[config.mk]
export PLATFORM = sky130hd
export DESIGN_NAME = tcd_dispatch
export DESIGN_NICKNAME = d
export VERILOG_FILES = /design/src/include/tcd_pkg.sv /design/src/design/tcd_dispatch.sv
export SDC_FILE = /design/constraint.sdc
export NUM_CORES = 1
export LEC_CHECK = 0
export CAP_MARGIN = 20
export CORE_MARGIN = 2
export CORE_UTILIZATION = 57
export DETAILED_ROUTE_END_ITERATION = 7
export DONT_BUFFER_PORTS = 1
export GPL_TIMING_DRIVEN = 1
export MAX_ROUTING_LAYER = met4
export PLACE_DENSITY_LB_ADDON = 0.25
export SYNTH_ARGS = -nofsm -noshare
export SYNTH_HDL_FRONTEND = slang
export SYNTH_SLANG_ARGS = --single-unit
export TNS_END_PERCENT = 50
[constraint.sdc]
create_clock -name sys_clk -period 3.1 [get_ports sys_clk]
set_input_delay 0.31 -clock sys_clk [delete_from_list [all_inputs] [get_ports sys_clk]]
set_output_delay 0.31 -clock sys_clk [all_outputs]
set_load 0.01 [all_outputs]
[src/include/tcd_pkg.sv]
// Package for the transducer command dispatcher: codes, layouts, offsets, timing.
package tcd_pkg;

   // Register byte offsets on the AXI4-Lite slave
   localparam logic [3:0] OFF_CTRL = 4'h0;
   localparam logic [3:0] OFF_STATUS = 4'h4;
   localparam logic [3:0] OFF_SLOW_THR = 4'h8;
   localparam logic [3:0] OFF_DAC = 4'hc;

   // Control register fields and reset value
   localparam int CTRL_CMD_EN_BIT = 0;
   localparam int CTRL_MSG_EN_BIT = 1;
   localparam logic [1:0] CTRL_RESET = 2'h3;

   // Status register field positions
   localparam int ST_ERR_BIT = 0;
   localparam int ST_BUSY_BIT = 1;
   localparam int ST_STREAM_BIT = 2;
   localparam int ST_KIND_LSB = 3;
   localparam int ST_WE_SINGLE_BIT = 5;
   localparam int ST_WE_CONT_BIT = 6;
   localparam int ST_AE_SINGLE_BIT = 7;
   localparam int ST_AE_PERS_BIT = 8;
   localparam int ST_AE_CKS_BIT = 9;
   localparam int ST_SRC_BIT = 10;
   localparam int ST_PWR_MSG_BIT = 11;

   // AXI responses
   localparam logic [1:0] RESP_OKAY = 2'h0;
   localparam logic [1:0] RESP_SLVERR = 2'h2;

   // Reset values of RAM and nonvolatile parameters and of the converter level
   localparam logic [15:0] PARAM_RESET = 16'h0000;
   localparam logic [11:0] DAC_RESET = 12'h000;

   // After-type execution time
   localparam int CLK_PERIOD_NS = 10;
   localparam int AFTER_EXEC_NS = 2000;
   localparam int AFTER_EXEC_CYC = (AFTER_EXEC_NS / CLK_PERIOD_NS < 1) ? 1 :
                                   AFTER_EXEC_NS / CLK_PERIOD_NS;
   localparam logic [7:0] AFTER_EXEC_LAST = 8'(AFTER_EXEC_CYC - 1);

   typedef enum logic [4:0] {
      CMD_INIT = 5'h00,
      CMD_INIT_RESET = 5'h01,
      CMD_CONT_P_TXT = 5'h02,
      CMD_CONT_P_BIN = 5'h03,
      CMD_CONT_T_C = 5'h04,
      CMD_CONT_T_F = 5'h05,
      CMD_ANALOG_LEVEL = 5'h06,
      CMD_DAC_BIN = 5'h07,
      CMD_WE = 5'h08,
      CMD_WE_RAM = 5'h09,
      CMD_AE = 5'h0a,
      CMD_AE_PERSIST = 5'h0b,
      CMD_AE_CKS = 5'h0c,
      CMD_STRING = 5'h0d,
      CMD_STORE_ALL = 5'h0e,
      CMD_SRC_SEL = 5'h0f,
      CMD_ANALOG_CFG = 5'h10,
      CMD_POWERUP_MODE = 5'h11,
      CMD_SLOW_THR = 5'h12,
      CMD_READ_STATUS = 5'h13,
      CMD_PARAM_BEFORE = 5'h14,
      CMD_PARAM_AFTER = 5'h15,
      CMD_INFO_AFTER = 5'h16
   } tcd_code_t;

   typedef enum logic [1:0] {
      ORD_NONE = 2'h0,
      ORD_REPLY_FIRST = 2'h1,
      ORD_FWD_FIRST = 2'h2
   } tcd_order_t;

   // Decoded command from the character front end
   typedef struct packed {
      logic valid;
      tcd_code_t code;
      logic action;
      logic multi;
      logic [1:0] sel;
      logic [15:0] value;
      logic cks_ok;
   } tcd_cmd_t;

   // Reply descriptor toward the serial transmitter
   typedef struct packed {
      logic valid;
      tcd_order_t order;
      logic rejected;
      logic [15:0] data;
   } tcd_reply_t;

   // Effects on converter, storage and streams
   typedef struct packed {
      logic dac_wr;
      logic [11:0] dac_val;
      logic stream_start;
      logic stream_stop;
      logic [1:0] stream_kind;
      logic nv_store_all;
      logic nv_restore;
      logic nv_string_wr;
      logic [1:0] string_sel;
      logic [15:0] string_val;
      logic powerup_msg;
   } tcd_fx_t;

endpackage : tcd_pkg

[src/design/tcd_dispatch.sv]
// Command dispatcher core with its AXI4-Lite register slave.
//
// The register addresses and the AXI4-Lite register port are this design's own decisions.
`timescale 1ns/10ps

// Operation
// - Initialize keeps RAM, stops any stream
// - Reset initialize restores RAM from saved copy
// - Continuous commands only start a stream
// - Level and binary commands change converter only
// - Group After inquiry: forward before reply
// - Busy After rejects next After, sets error
// - Sequential commands: reply before forwarding
// - Single write enable covers one update
// - Continuous enable holds until plain enable
// - Level command needs analog enable; forms differ
// - Checksum enable persists, binary needs checksum
// - New stream replaces the running stream
// - Enabled string action writes nonvolatile storage
// - RAM changes persist only after store-all
// - Source select steers converter, no write
// - Converter writes only from action forms
// - Power-up mode enables user message emission
// - Enable-gated RAM slow interval threshold
// - Status read reports and clears error
module tcd_dispatch (
   input wire logic sys_clk,
   input wire logic rst,
   input tcd_pkg::tcd_cmd_t cmd,
   output logic cmd_ready,
   input wire logic powerup_evt,
   output tcd_pkg::tcd_reply_t reply,
   output tcd_pkg::tcd_fx_t fx,
   input wire logic [3:0] s_axi_awaddr,
   input wire logic s_axi_awvalid,
   output logic s_axi_awready,
   input wire logic [31:0] s_axi_wdata,
   input wire logic [3:0] s_axi_wstrb,
   input wire logic s_axi_wvalid,
   output logic s_axi_wready,
   output logic [1:0] s_axi_bresp,
   output logic s_axi_bvalid,
   input wire logic s_axi_bready,
   input wire logic [3:0] s_axi_araddr,
   input wire logic s_axi_arvalid,
   output logic s_axi_arready,
   output logic [31:0] s_axi_rdata,
   output logic [1:0] s_axi_rresp,
   output logic s_axi_rvalid,
   input wire logic s_axi_rready
);

   logic [1:0] ctrl_r;
   logic err_r;
   logic [7:0] busy_cnt_r;
   logic busy_r;
   logic stream_on_r;
   logic [1:0] stream_kind_r;
   logic we_single_r;
   logic we_cont_r;
   logic ae_single_r;
   logic ae_pers_r;
   logic ae_cks_r;
   logic [11:0] dac_r;
   // RAM working copy and saved copy, one slot per parameter
   // 0..3 converter range set, 4 threshold, 5 source, 6 power-up mode, 7 other
   logic [15:0] ram_r [8];
   logic [15:0] nv_r [8];
   tcd_pkg::tcd_reply_t reply_r;
   tcd_pkg::tcd_fx_t fx_r;

   logic take;
   logic is_after;
   logic is_before;
   logic ram_upd;
   logic ram_ok;
   logic analog_ok;
   logic reject;
   logic [2:0] slot;

   assign cmd_ready = ctrl_r[tcd_pkg::CTRL_CMD_EN_BIT];
   assign take = cmd.valid & cmd_ready;

   // Command classification
   always_comb begin
      is_after = 1'b0;
      is_before = 1'b0;
      ram_upd = 1'b0;
      slot = 3'h7;
      case (cmd.code)
         tcd_pkg::CMD_CONT_P_TXT,
         tcd_pkg::CMD_CONT_P_BIN,
         tcd_pkg::CMD_CONT_T_C,
         tcd_pkg::CMD_CONT_T_F,
         tcd_pkg::CMD_ANALOG_LEVEL,
         tcd_pkg::CMD_INFO_AFTER: begin
            is_after = 1'b1;
         end
         tcd_pkg::CMD_STRING: begin
            is_after = 1'b1;
            ram_upd = cmd.action;
         end
         tcd_pkg::CMD_PARAM_AFTER: begin
            is_after = 1'b1;
            ram_upd = cmd.action;
         end
         tcd_pkg::CMD_ANALOG_CFG: begin
            is_after = 1'b1;
            ram_upd = cmd.action;
            slot = {1'b0, cmd.sel};
         end
         tcd_pkg::CMD_SLOW_THR: begin
            is_before = 1'b1;
            ram_upd = cmd.action;
            slot = 3'h4;
         end
         tcd_pkg::CMD_SRC_SEL: begin
            is_before = 1'b1;
            ram_upd = cmd.action;
            slot = 3'h5;
         end
         tcd_pkg::CMD_POWERUP_MODE: begin
            is_before = 1'b1;
            ram_upd = cmd.action;
            slot = 3'h6;
         end
         tcd_pkg::CMD_PARAM_BEFORE: begin
            is_before = 1'b1;
            ram_upd = cmd.action;
         end
         tcd_pkg::CMD_READ_STATUS: begin
            is_before = 1'b1;
         end
         tcd_pkg::CMD_STORE_ALL: begin
            ram_upd = 1'b1;
         end
         default: begin
            is_after = 1'b0;
         end
      endcase
   end

   // Enable checks; strings need the single form, not the continuous one
   always_comb begin
      if (cmd.code == tcd_pkg::CMD_STRING) begin
         ram_ok = we_single_r & ~we_cont_r;
      end else begin
         ram_ok = we_single_r | we_cont_r;
      end
      analog_ok = ae_single_r | ae_pers_r | ae_cks_r;
      if (cmd.code == tcd_pkg::CMD_DAC_BIN && ae_cks_r && !cmd.cks_ok) begin
         analog_ok = 1'b0;
      end
   end

   always_comb begin
      reject = 1'b0;
      if (is_after && busy_r) begin
         reject = 1'b1;
      end else if (ram_upd && !ram_ok) begin
         reject = 1'b1;
      end else if (cmd.action && !analog_ok &&
                   (cmd.code == tcd_pkg::CMD_ANALOG_LEVEL ||
                    cmd.code == tcd_pkg::CMD_DAC_BIN)) begin
         reject = 1'b1;
      end
   end

   // Error flag: a new rejection wins over the status-read clear
   always_ff @(posedge sys_clk) begin
      if (rst) begin
         err_r <= 1'b0;
      end else if (take && reject) begin
         err_r <= 1'b1;
      end else if (take && cmd.code == tcd_pkg::CMD_READ_STATUS) begin
         err_r <= 1'b0;
      end
   end

   // After-type execution window
   always_ff @(posedge sys_clk) begin
      if (rst) begin
         busy_r <= 1'b0;
         busy_cnt_r <= 8'h00;
      end else if (take && is_after && !reject) begin
         busy_r <= 1'b1;
         busy_cnt_r <= tcd_pkg::AFTER_EXEC_LAST;
      end else if (busy_r) begin
         if (busy_cnt_r == 8'h00) begin
            busy_r <= 1'b0;
         end else begin
            busy_cnt_r <= busy_cnt_r - 8'h01;
         end
      end
   end

   // Write enables for RAM updates
   always_ff @(posedge sys_clk) begin
      if (rst) begin
         we_single_r <= 1'b0;
         we_cont_r <= 1'b0;
      end else if (take) begin
         if (cmd.code == tcd_pkg::CMD_WE) begin
            we_single_r <= 1'b1;
            we_cont_r <= 1'b0;
         end else if (cmd.code == tcd_pkg::CMD_WE_RAM) begin
            we_cont_r <= 1'b1;
         end else if (ram_upd) begin
            we_single_r <= 1'b0;
         end
      end
   end

   // Analog enables
   always_ff @(posedge sys_clk) begin
      if (rst) begin
         ae_single_r <= 1'b0;
         ae_pers_r <= 1'b0;
         ae_cks_r <= 1'b0;
      end else if (take) begin
         case (cmd.code)
            tcd_pkg::CMD_AE: begin
               ae_single_r <= 1'b1;
               ae_pers_r <= 1'b0;
               ae_cks_r <= 1'b0;
            end
            tcd_pkg::CMD_AE_PERSIST: begin
               ae_pers_r <= 1'b1;
               ae_cks_r <= 1'b0;
            end
            tcd_pkg::CMD_AE_CKS: begin
               ae_cks_r <= 1'b1;
               ae_pers_r <= 1'b0;
            end
            tcd_pkg::CMD_ANALOG_LEVEL,
            tcd_pkg::CMD_DAC_BIN: begin
               if (cmd.action) begin
                  ae_single_r <= 1'b0;
               end
            end
            default: begin
               ae_single_r <= ae_single_r;
            end
         endcase
      end
   end

   // RAM parameters and their saved copies, one process per slot
   for (genvar i = 0; i < 8; i++) begin : g_param
      always_ff @(posedge sys_clk) begin
         if (rst) begin
            ram_r[i] <= tcd_pkg::PARAM_RESET;
            nv_r[i] <= tcd_pkg::PARAM_RESET;
         end else if (take && !reject) begin
            if (cmd.code == tcd_pkg::CMD_STORE_ALL) begin
               nv_r[i] <= ram_r[i];
            end else if (cmd.code == tcd_pkg::CMD_INIT_RESET) begin
               ram_r[i] <= nv_r[i];
            end else if (ram_upd && slot == 3'(i) &&
                         cmd.code != tcd_pkg::CMD_STRING) begin
               ram_r[i] <= cmd.value;
            end
         end
      end
   end

   // Continuous reading stream state
   always_ff @(posedge sys_clk) begin
      if (rst) begin
         stream_on_r <= 1'b0;
         stream_kind_r <= 2'h0;
      end else if (take && !reject) begin
         case (cmd.code)
            tcd_pkg::CMD_INIT,
            tcd_pkg::CMD_INIT_RESET: begin
               stream_on_r <= 1'b0;
            end
            tcd_pkg::CMD_CONT_P_TXT,
            tcd_pkg::CMD_CONT_P_BIN,
            tcd_pkg::CMD_CONT_T_C,
            tcd_pkg::CMD_CONT_T_F: begin
               stream_on_r <= 1'b1;
               stream_kind_r <= cmd.code[1:0] - 2'h2;
            end
            default: begin
               stream_on_r <= stream_on_r;
            end
         endcase
      end
   end

   // Converter level; source select alone never writes it
   always_ff @(posedge sys_clk) begin
      if (rst) begin
         dac_r <= tcd_pkg::DAC_RESET;
      end else if (take && !reject && cmd.action &&
                   (cmd.code == tcd_pkg::CMD_ANALOG_LEVEL ||
                    cmd.code == tcd_pkg::CMD_DAC_BIN)) begin
         dac_r <= cmd.value[11:0];
      end
   end

   // Effect pulses toward converter, storage and streams
   always_ff @(posedge sys_clk) begin
      if (rst) begin
         fx_r <= '0;
      end else begin
         fx_r <= '0;
         fx_r.dac_val <= fx_r.dac_val;
         fx_r.stream_kind <= stream_kind_r;
         if (powerup_evt && ram_r[6][0] && ctrl_r[tcd_pkg::CTRL_MSG_EN_BIT]) begin
            fx_r.powerup_msg <= 1'b1;
         end
         if (take && !reject) begin
            case (cmd.code)
               tcd_pkg::CMD_INIT: begin
                  fx_r.stream_stop <= stream_on_r;
               end
               tcd_pkg::CMD_INIT_RESET: begin
                  fx_r.stream_stop <= stream_on_r;
                  fx_r.nv_restore <= 1'b1;
               end
               tcd_pkg::CMD_CONT_P_TXT,
               tcd_pkg::CMD_CONT_P_BIN,
               tcd_pkg::CMD_CONT_T_C,
               tcd_pkg::CMD_CONT_T_F: begin
                  fx_r.stream_stop <= stream_on_r;
                  fx_r.stream_start <= 1'b1;
                  fx_r.stream_kind <= cmd.code[1:0] - 2'h2;
               end
               tcd_pkg::CMD_ANALOG_LEVEL,
               tcd_pkg::CMD_DAC_BIN: begin
                  fx_r.dac_wr <= cmd.action;
                  fx_r.dac_val <= cmd.value[11:0];
               end
               tcd_pkg::CMD_ANALOG_CFG: begin
                  fx_r.dac_wr <= cmd.action;
                  fx_r.dac_val <= dac_r;
               end
               tcd_pkg::CMD_STRING: begin
                  fx_r.nv_string_wr <= cmd.action;
                  fx_r.string_sel <= cmd.sel;
                  fx_r.string_val <= cmd.value;
               end
               tcd_pkg::CMD_STORE_ALL: begin
                  fx_r.nv_store_all <= 1'b1;
               end
               default: begin
                  fx_r.dac_wr <= 1'b0;
               end
            endcase
         end
      end
   end

   // Reply descriptor and ordering for group or global addresses
   always_ff @(posedge sys_clk) begin
      if (rst) begin
         reply_r <= '0;
      end else begin
         reply_r.valid <= take;
         reply_r.rejected <= take & reject;
         reply_r.data <= (cmd.code == tcd_pkg::CMD_READ_STATUS) ?
                         {15'h0000, err_r | reject} : cmd.value;
         if (!cmd.multi) begin
            reply_r.order <= tcd_pkg::ORD_NONE;
         end else if (is_after) begin
            reply_r.order <= tcd_pkg::ORD_FWD_FIRST;
         end else if (is_before) begin
            reply_r.order <= tcd_pkg::ORD_REPLY_FIRST;
         end else begin
            reply_r.order <= tcd_pkg::ORD_NONE;
         end
      end
   end

   assign reply = reply_r;
   assign fx = fx_r;

   // AXI4-Lite slave: address and data taken in either order
   logic aw_have_r;
   logic w_have_r;
   logic [3:0] aw_addr_r;
   logic [31:0] w_data_r;
   logic [3:0] w_strb_r;
   logic [31:0] rd_word;

   assign s_axi_awready = ~aw_have_r & ~s_axi_bvalid;
   assign s_axi_wready = ~w_have_r & ~s_axi_bvalid;
   assign s_axi_arready = ~s_axi_rvalid;

   always_ff @(posedge sys_clk) begin
      if (rst) begin
         aw_have_r <= 1'b0;
         w_have_r <= 1'b0;
         aw_addr_r <= 4'h0;
         w_data_r <= 32'h0000_0000;
         w_strb_r <= 4'h0;
         s_axi_bvalid <= 1'b0;
         s_axi_bresp <= tcd_pkg::RESP_OKAY;
         ctrl_r <= tcd_pkg::CTRL_RESET;
      end else begin
         if (s_axi_awvalid && s_axi_awready) begin
            aw_have_r <= 1'b1;
            aw_addr_r <= s_axi_awaddr;
         end
         if (s_axi_wvalid && s_axi_wready) begin
            w_have_r <= 1'b1;
            w_data_r <= s_axi_wdata;
            w_strb_r <= s_axi_wstrb;
         end
         if (aw_have_r && w_have_r) begin
            aw_have_r <= 1'b0;
            w_have_r <= 1'b0;
            s_axi_bvalid <= 1'b1;
            s_axi_bresp <= tcd_pkg::RESP_OKAY;
            if (aw_addr_r[3:2] == tcd_pkg::OFF_CTRL[3:2]) begin
               if (w_strb_r[0]) begin
                  ctrl_r <= w_data_r[1:0];
               end
            end else if (aw_addr_r[3:2] == tcd_pkg::OFF_STATUS[3:2] ||
                         aw_addr_r[3:2] == tcd_pkg::OFF_SLOW_THR[3:2] ||
                         aw_addr_r[3:2] == tcd_pkg::OFF_DAC[3:2]) begin
               s_axi_bresp <= tcd_pkg::RESP_OKAY;
            end else begin
               s_axi_bresp <= tcd_pkg::RESP_SLVERR;
            end
         end else if (s_axi_bvalid && s_axi_bready) begin
            s_axi_bvalid <= 1'b0;
         end
      end
   end

   always_comb begin
      rd_word = 32'h0000_0000;
      case (s_axi_araddr[3:2])
         tcd_pkg::OFF_CTRL[3:2]: begin
            rd_word[1:0] = ctrl_r;
         end
         tcd_pkg::OFF_STATUS[3:2]: begin
            rd_word[tcd_pkg::ST_ERR_BIT] = err_r;
            rd_word[tcd_pkg::ST_BUSY_BIT] = busy_r;
            rd_word[tcd_pkg::ST_STREAM_BIT] = stream_on_r;
            rd_word[tcd_pkg::ST_KIND_LSB +: 2] = stream_kind_r;
            rd_word[tcd_pkg::ST_WE_SINGLE_BIT] = we_single_r;
            rd_word[tcd_pkg::ST_WE_CONT_BIT] = we_cont_r;
            rd_word[tcd_pkg::ST_AE_SINGLE_BIT] = ae_single_r;
            rd_word[tcd_pkg::ST_AE_PERS_BIT] = ae_pers_r;
            rd_word[tcd_pkg::ST_AE_CKS_BIT] = ae_cks_r;
            rd_word[tcd_pkg::ST_SRC_BIT] = ram_r[5][0];
            rd_word[tcd_pkg::ST_PWR_MSG_BIT] = ram_r[6][0];
         end
         tcd_pkg::OFF_SLOW_THR[3:2]: begin
            rd_word[15:0] = ram_r[4];
         end
         default: begin
            rd_word[11:0] = dac_r;
         end
      endcase
   end

   always_ff @(posedge sys_clk) begin
      if (rst) begin
         s_axi_rvalid <= 1'b0;
         s_axi_rdata <= 32'h0000_0000;
         s_axi_rresp <= tcd_pkg::RESP_OKAY;
      end else if (s_axi_arvalid && s_axi_arready) begin
         s_axi_rvalid <= 1'b1;
         s_axi_rdata <= rd_word;
         s_axi_rresp <= tcd_pkg::RESP_OKAY;
      end else if (s_axi_rvalid && s_axi_rready) begin
         s_axi_rvalid <= 1'b0;
      end
   end

endmodule : tcd_dispatch

==> results.toml, run 1 <==
[finish]
final_common_cell = "dfxtp_1"
nFillCells = 940
layout-drive-gt1-share = 0.0958
synthToLayoutAreaGrowth_pct = 10.3
num_antenna_cells = 0
final_area_mm2 = 0.00723
seq_area_mm2 = 0.00342
multi_input_area_mm2 = 0.00266
final_cell_mix = "dfxtp_1, nor2_1, nor3_1, nand2_1, inv_1"
utilization = 0.639
fin_nets = 757

[logic_synthesis]
ys_warn_count = 0
synth.distinct_cells = 62
synth_edf_count = 36
syn_area_per_cell_um2 = 9.63
synth-simple-area-share = 0.184
synthCells = 681
synth_compound_area_frac = 0.157
async_reset_ff_frac = 0
synth.largest_area_cell = "dfxtp_1"
synthFlopType = "dfxtp_1"
synth_xor_area_frac = 0.00668
synth_top_family_by_area = "simple AND/OR/NAND/NOR gates"
synth.area.top_cells = "dfxtp_1, edfxtp_1, nor3_1"
synth_top_area_frac = 0.357
synth_mux_area_frac = 0.0435
synth-seq-cells = 153
synth-adder-area-share = 0.00382
ys_seq_area_frac = 0.522
synth_area_mm2 = 0.00656

[pwr]
p_per_area_mw_per_mm2 = 622
pwr-share-clk = 0.433
swShare = 0.239
netSwitchingPower_mw = 1.07
power_frac_seq = 0.486
pwr-share-comb = 0.081
ir_drop_mv = 0.416
intPower_mw = 3.42
p_leak_nw = 2.72

[sta]
max_clock_freq_mhz = 445
fin_skew_ps = 7.72
finalCritPeriodShare = 0.725
maxSlewHeadroom = 0.440
setup_viol = 0
rsz0062_at_grt = "false"
period_minus_slack_ps = 2250
tns_ps = 0
timing_worst_slew_pin_value_ps = 838
whs_ps = 21.9
final_hold_viol_count = 0
final_max_slew_viol_count = 0

[critical_path]
critPathLaunchType = "flop"
crit_fanout = 18
critPathKind = "reg2reg"
r2r_end = "nv_r[1][8]$_SDFFCE_PN0P_"
cp_slowest_cell = "dfxtp_1"
path_cells = "and3b_1 > a32o_1 > a21oi_2 > nand4_1 > o21ai_1 > buf_4"
cpPeakStageDelay_ps = 390
worstRegToRegCells = 6
cp.required_ps = 3210
rrSetupSlack_ps = 850
worstSetupEndpointType = "flop"
r2r_start = "busy_r$_SDFF_PP0_"
arrival_ps = 2350

[placement]
place.gp.congestion = 0.869
portBuffers = 0
placed_cell_area_mm2 = 0.00650
hpwl_um = 11100

[min_path]
min_from = "cmd[5]"
hold_class = "in2reg"
whs_path_depth = 1
hold_end = "reply[4]$_SDFF_PP0_"

[global_routing]
grt_antenna_before_repair = 0
grt_max_degree = 74
globalRoute.totalOverflow = 0
grt_use_total = 0.281
grt_pass1_vias = 4931
grt_pass1_wl_um = 26300

[floorplan]
fp.dieW_um = 111
core_area_mm2 = 0.0113
initial_core_util = 0.579
num_io_pins = 180
rows = 39
dieArea_mm2 = 0.0124
fp.dieH_um = 111

[detailed_routing]
routedWlPerCell_um = 20.2
routed_via_density = 6.18
drt_iter0_drc = 514
dr_total_vias = 5138
drc = 0
drt_pass1_iterations = 5
ant_nets = 0
drt-total-wl_um = 16800

[run_status]
status = "complete, no violations"

[clock_network]
insertion_delay_ps = 430
cts_tree = "built"
clk_pin_slew_ps = 60
cts.sinks = 153
ctsResizeCount = 0
post_cts_buffers = 0
ctsHoldBuffers = 16
root_buffer = "clkbuf_16"
htree_num_levels = 4
clockBufferDepth = 2
cts_made_buffers = 17

[run]
drv_cap = 0
==> worst max-delay path by stage <==
stage                 startpoint                        end  slack [ps]  cells past startpoint
2_1_floorplan            cmd[23]   nv_r[1][0]$_SDFFCE_PN0P_         310                      7
3_3_place_gp             cmd[21]  nv_r[1][11]$_SDFFCE_PN0P_         950                      6
3_5_place_dp             cmd[21]  nv_r[1][11]$_SDFFCE_PN0P_         890                      6
4_1_cts        busy_r$_SDFF_PP0_   nv_r[1][3]$_SDFFCE_PN0P_         920                      6
5_1_grt        busy_r$_SDFF_PP0_   nv_r[1][3]$_SDFFCE_PN0P_         770                      6
6_report       busy_r$_SDFF_PP0_   nv_r[1][8]$_SDFFCE_PN0P_         850                      6
==> layer usage <==
metal,track usage,vias up,share of wire
met5,-,-,0
met3,0.0946,34,0.096
met4,0.108,0,0.026
li1,-,2378,-
met1,0.340,2469,0.39
met2,0.437,257,0.49
==> power groups by stage <==
stage / combinational (mW) / clock (mW) / sequential (mW)
after floorplan: 0.312 / 0 / 2.21
after global placement: 0.310 / 0 / 2.22
after detailed placement: 0.323 / 0 / 2.23
after CTS: 0.361 / 1.97 / 2.18
after global routing: 0.402 / 2.05 / 2.19
final: 0.365 / 1.95 / 2.19
==> state kept, by name, summed over array words and instances, names as in the netlist, 2 cells and up <==
signal / cells
s_axi_rdata: 16
reply: 20
dac_r: 12
aw_addr_r: 2
ctrl_r: 2
w_data_r: 2
busy_cnt_r: 8
ram_r: 18
fx: 39
nv_r: 18
stream_kind_r: 2
==> worst max-delay path: cells and delay by family (launching register included) <==
| family | cells | cell delay [ps] |
|---|---|---|
| flops | 1 | 390 |
| buf+inv | 1 | 310 |
| compound gates | 3 | 800 |
| simple gates | 2 | 430 |
==> cells in the mapped netlist, types with 3 or more instances <==
library cell and instances:
nand4_1 3, or2_2 3, buf_1 4, a211oi_1 5
a221oi_1 10, nor4b_1 3, nor3_1 53, a211oi_2 11
a22oi_1 21, a31o_2 3, nand2b_1 5, buf_2 8
o22ai_1 7, buf_6 3, a21oi_1 28, and2_1 7
nor2b_1 5, inv_1 38, and3b_1 3, clkbuf_1 29
o21a_1 3, a311oi_1 4, a31oi_1 14, edfxtp_1 36
nor2_1 68, o21ai_0 29, nor3b_1 3, and3_1 15
xnor2_1 5, nand3_1 16, mux2i_1 24, dfxtp_1 117
buf_4 22, nand2_1 40
==> area by class of cell <==
class	count	share of cell area
clock buffer	25	0.0672
clock inverter	7	0.00935
inverter	38	0.0197
multi-input combinational	439	0.368
sequential	153	0.474
tap	143	0.0247
timing repair buffer	27	0.0377
==> cells by family after synthesis <==
logic type      after synthesis
compound gates              147
xor+xnor                      5
fa+ha+maj                     2
buf+inv                     107
flops                       153
mux                          26
other cells                   1
simple gates                240
==> through the flow <==
step | power, mW | worst slack, ps | std cells
final | 4.50 | 852 | 832
after global routing | 4.64 | 771 | 832
after global placement | 2.53 | 950 | 784
after detailed placement | 2.55 | 887 | 784
after CTS | 4.52 | 918 | 832
after floorplan | 2.52 | 315 | 699
Power figures use the tool's default switching activity.
==> inputs of run 2 (changes only) <==
clock period = 1.9 ns   (was 3.1 ns; I/O delays follow)
==> run 2 against run 1 <==
The flow now finishes with violations (negative setup slack). Sequential power grew 63%. Maximum frequency grew 16%. Utilization grew 4.4 points.
==> results.toml, run 2 (same netlist as run 1, synthesis figures left out) <==
[finish]
final_cell_mix = "dfxtp_1, nor2_1, nor3_1, nand2_1"
num_antenna_cells = 0
synthToLayoutAreaGrowth_pct = 18.0
layout-drive-gt1-share = 0.135
final_common_cell = "dfxtp_1"
largest_reg_flops = 39
fin_nets = 801

[detailed_routing]
drc = 0
routedWlPerCell_um = 20.7
ant_nets = 0
drt_pass1_iterations = 6
drt_iter0_drc = 588
drt-total-wl_um = 18200
dr_total_vias = 5352
routed_via_density = 6.11

[global_routing]
grt_use_total = 0.298
grt_pass1_vias = 5066
grt_max_degree = 76
globalRoute.totalOverflow = 0
grt_antenna_before_repair = 0
grt_pass1_wl_um = 27600

[critical_path]
r2r_start = "busy_r$_SDFF_PP0_"
r2r_end = "nv_r[1][0]$_SDFFCE_PN0P_"
worstSetupEndpointType = "flop"
startpoint = "busy_r$_SDFF_PP0_"
cp.required_ps = 2040
worstRegToRegCells = 7
arrival_ps = 2070
crit_fanout = 18
critPathLaunchType = "flop"
critPathKind = "reg2reg"
rrSetupSlack_ps = -40

[run]
drv_cap = 0

[clock_network]
cts_made_buffers = 17
insertion_delay_ps = 430
root_buffer = "clkbuf_16"
htree_num_levels = 4
cts.sinks = 153
clk_pin_slew_ps = 60
cts_tree = "built"
clockBufferDepth = 2

[sta]
timing_worst_slew_pin_value_ps = 765
period_minus_slack_ps = 1940
final_max_slew_viol_count = 0
whs_ps = 4.37
setup_viol = 35
fin_skew_ps = 7.07
rsz0062_at_grt = "true"
finalCritPeriodShare = 1.02
max_clock_freq_mhz = 517
maxSlewHeadroom = 0.489
worst_slack_ps = -35.2
final_hold_viol_count = 0

[pwr]
intPower_mw = 5.61
ir_drop_mv = 0.730
netSwitchingPower_mw = 2.01
power_frac_seq = 0.467
pwr-share-comb = 0.095
p_per_area_mw_per_mm2 = 985
pwr-share-clk = 0.438
swShare = 0.263
p_leak_nw = 2.96

[min_path]
whs_path_depth = 2
min_from = "cmd[13]"
hold_end = "ram_r[1][12]$_SDFFCE_PN0P_"
hold_class = "in2reg"

[run_status]
status = "finished with violations"
violations = "negative setup slack"

[floorplan]
core_area_mm2 = 0.0113
fp.dieH_um = 111
fp.dieW_um = 111
dieArea_mm2 = 0.0124
num_io_pins = 180
initial_core_util = 0.579
rows = 39

[placement]
place_ws_ps = -22.3
place.gp.congestion = 0.918
portBuffers = 0
hpwl_um = 11400
run 2: cell types whose count changed in the layout (fill, tap and decap cells not counted), moves of 3 or more:
cell / change
inv_8: +4
clkbuf_8: -3
buf_12: +3
clkbuf_1: -5
dlygate4sd3_1: +23
buf_4: +17
inv_6: +4
clkinv_2: -3
run 2: layout make-up:
type	instances	area (µm²)
Fill cell	913	3590
Inverter	38	143
Multi-Input combinational cell	439	2700
Sequential cell	153	3420
Timing Repair Buffer	71	702
Clock inverter	15	155
Tap cell	143	179
Clock buffer	17	425
run 2: power by group through the flow:
| stage | combinational, mW | sequential [mW] | clock [mW] |
|---|---|---|---|
| global route | 0.784 | 3.57 | 3.50 |
| finish | 0.726 | 3.56 | 3.33 |
| CTS | 0.704 | 3.56 | 3.35 |
| floorplan | 0.518 | 3.60 | 0 |
| detailed placement | 0.581 | 3.63 | 0 |
| global placement | 0.561 | 3.62 | 0 |
run 2: what timing repair did:
item | 4_1_cts | 5_1_grt
setup endpoints to repair | 35 | 62
pin swaps | 0 | 1
hold endpoints to repair | 117 | 0
buffers inserted | 0 | 2
gates cloned | 0 | 0
gates resized for setup | 2 | 3
hold buffers | 39 | 0
run 2: metal layers:
metal | vias to the layer above | track usage | wire length [µm]
met4 | 0 | 0.100 | 396
met1 | 2583 | 0.360 | 7030
met3 | 33 | 0.0716 | 1390
li1 | 2466 | - | -
met5 | - | - | 0
met2 | 270 | 0.495 | 9350
run 2: metrics by stage:
| stage | instances | total power, mW | utilization | setup TNS [ps] | cell area [µm²] |
|---|---|---|---|---|---|
| global placement | 803 | 4.18 | 0.593 | 0 | 6710 |
| floorplan | 699 | 4.12 | - | -11050 | 6660 |
| finish | 876 | 7.62 | 0.683 | -748 | 7730 |
| CTS | 874 | 7.61 | 0.681 | -684 | 7710 |
| global route | 876 | 7.85 | 0.683 | -3230 | 7730 |
| detailed placement | 803 | 4.21 | 0.593 | -516 | 6710 |
run 2: worst max path at each step:
stage / end / slack (ps) / cells after the start
2_1_floorplan: nv_r[1][0]$_SDFFCE_PN0P_ / -340 / 6
3_3_place_gp: nv_r[1][14]$_SDFFCE_PN0P_ / 8 / 7
3_5_place_dp: nv_r[1][8]$_SDFFCE_PN0P_ / -20 / 7
4_1_cts: nv_r[1][0]$_SDFFCE_PN0P_ / -30 / 7
5_1_grt: nv_r[1][6]$_SDFFCE_PN0P_ / -100 / 7
6_report: nv_r[1][0]$_SDFFCE_PN0P_ / -40 / 7
run 2: critical path, stage by stage (launching register included):
cell	delay [ps]
dfxtp_2	340
and3b_1	160
a32o_2	250
a21oi_4	170
nand4_1	180
buf_6	180
o21ai_4	160
buf_12	190
==> inputs of run 3 (changes only) <==
RECOVER_POWER = 25   (was not set)
==> run 3 against run 2 <==
The flow still finishes with violations (negative setup slack). Clock skew rose by 0.61 ps. Power is essentially flat. Routed wire length is 0.13% lower. First-iteration DRC count is 5.8% lower. Hold slack improved by 2.2 ps. Critical endpoint is now nv_r[1][14]$_SDFFCE_PN0P_.
==> results.toml, run 3 (same netlist as run 1, synthesis figures left out) <==
[finish]
nFillCells = 915
largest_reg_flops = 39
final_common_cell = "dfxtp_1"
fin_nets = 801
seq_area_mm2 = 0.00342
num_antenna_cells = 0
final_cell_mix = "dfxtp_1, nor2_1, nor3_1, nand2_1"
synthToLayoutAreaGrowth_pct = 17.9
layout-drive-gt1-share = 0.134
multi_input_area_mm2 = 0.00270

[detailed_routing]
drt_pass1_iterations = 6
dr_total_vias = 5354
drc = 0
drt-total-wl_um = 18100
drt_iter0_drc = 554
routed_via_density = 6.11
routedWlPerCell_um = 20.7
ant_nets = 0

[floorplan]
fp.dieH_um = 111
fp.dieW_um = 111
core_area_mm2 = 0.0113
rows = 39
initial_core_util = 0.579
num_io_pins = 180
dieArea_mm2 = 0.0124

[pwr]
p_per_area_mw_per_mm2 = 986
p_leak_nw = 2.95
ir_drop_mv = 0.731
power.total_mw = 7.62

[critical_path]
critPathKind = "reg2reg"
path_buf_inv = 2
critPathLaunchType = "flop"
endpoint = "nv_r[1][14]$_SDFFCE_PN0P_"
path_cells = "and3b_1 > a32o_2 > a21oi_4 > nand4_1 > buf_6 > o21ai_4 > buf_12"
cp_slowest_cell = "dfxtp_2"
critPathTopFamily = "compound AO/OA/AOI/OAI gates"
rrSetupSlack_ps = -30
r2r_end = "nv_r[1][14]$_SDFFCE_PN0P_"
worstRegToRegCells = 7
cp.required_ps = 2040
worstSetupEndpointType = "flop"
arrival_ps = 2070
crit_cells = 7
r2r_start = "busy_r$_SDFF_PP0_"
crit_fanout = 18
startpoint = "busy_r$_SDFF_PP0_"
cpPeakStageDelay_ps = 340

[sta]
whs_ps = 6.60
finalCritPeriodShare = 1.02
fin_skew_ps = 7.67
maxSlewHeadroom = 0.492
worst_slack_ps = -32.1
final_hold_viol_count = 0
max_clock_freq_mhz = 518
tns_ps = -677
period_minus_slack_ps = 1930
rsz0062_at_grt = "true"
final_max_slew_viol_count = 0
setup_viol = 35
timing_worst_slew_pin_value_ps = 760

[global_routing]
grt_pass1_wl_um = 27600
grt_max_degree = 76
grt_antenna_before_repair = 0
grt_use_total = 0.298
grt_pass1_vias = 5066
globalRoute.totalOverflow = 0

[clock_network]
cts.sinks = 153
cts_made_buffers = 17
clk_pin_slew_ps = 70
root_buffer = "clkbuf_16"
insertion_delay_ps = 430
htree_num_levels = 4
cts_tree = "built"
clockBufferDepth = 2

[run_status]
status = "finished with violations"
violations = "negative setup slack"

[placement]
place.gp.congestion = 0.918
portBuffers = 0
hpwl_um = 11400
place_ws_ps = -22.3

[min_path]
hold_class = "in2reg"

[run]
drv_cap = 0
run 3: cell types whose count changed in the layout (fill, tap and decap cells not counted), sizes merged:
cell / previous run / this run
clkbuf: 17 / 18
buf: 33 / 32
run 3: layer usage:
metal / GRT usage / vias to the layer above / routed length [µm]
met4: 0.100 / 0 / 439
li1: - / 2472 / -
met3: 0.0716 / 32 / 1520
met5: - / - / 0
met2: 0.495 / 274 / 9250
met1: 0.360 / 2576 / 6930
run 3: worst min path at each step:
stage	endpoint	from	cells past startpoint
CTS	ram_r[1][3]$_SDFFCE_PN0P_	cmd[4]	2
floorplan	s_axi_rvalid$_SDFFE_PP0P_	s_axi_rready	1
finish	ram_r[1][3]$_SDFFCE_PN0P_	cmd[4]	2
global route	ram_r[1][3]$_SDFFCE_PN0P_	cmd[4]	2
detailed placement	ae_cks_r$_SDFFE_PP0P_	rst	1
global placement	s_axi_rdata[0]$_SDFFE_PP0P_	rst	1
run 3: cell type report:
type,instances,area share
Sequential cell,153,0.443
Multi-Input combinational cell,439,0.350
Timing Repair Buffer,71,0.0903
Clock buffer,17,0.0550
Tap cell,143,0.0232
Clock inverter,15,0.0201
Inverter,38,0.0185
run 3: per-stage QoR:
step                      cell area (µm²)  instances  utilization
after CTS                            7710        874        0.681
after global placement               6710        803        0.593
after detailed placement             6710        803        0.593
after floorplan                      6660        699            -
final                                7730        876        0.683
after global routing                 7730        876        0.683
run 3: report_power, final:
group	internal [mW]	switching, mW	leakage, nW
logic	0.304	0.421	1.34
registers	3.45	0.107	1.33
clock network	1.86	1.48	0.287
total	5.61	2.01	2.95
run 3: what timing repair did:
action | 4_1_cts | 5_1_grt
buffers inserted | 0 | 2
resized for setup | 2 | 3
hold buffers | 39 | 0
endpoints found under the hold margin | 117 | 0
cloned | 0 | 0
pin swaps | 0 | 1
setup endpoints to repair | 35 | 62
run 3: worst register-to-register path, stage by stage, from the launching register on:
cell and delay, ps:
dfxtp_2 340, and3b_1 160, a32o_2 250, a21oi_4 170
nand4_1 180, buf_6 180, o21ai_4 160, buf_12 180
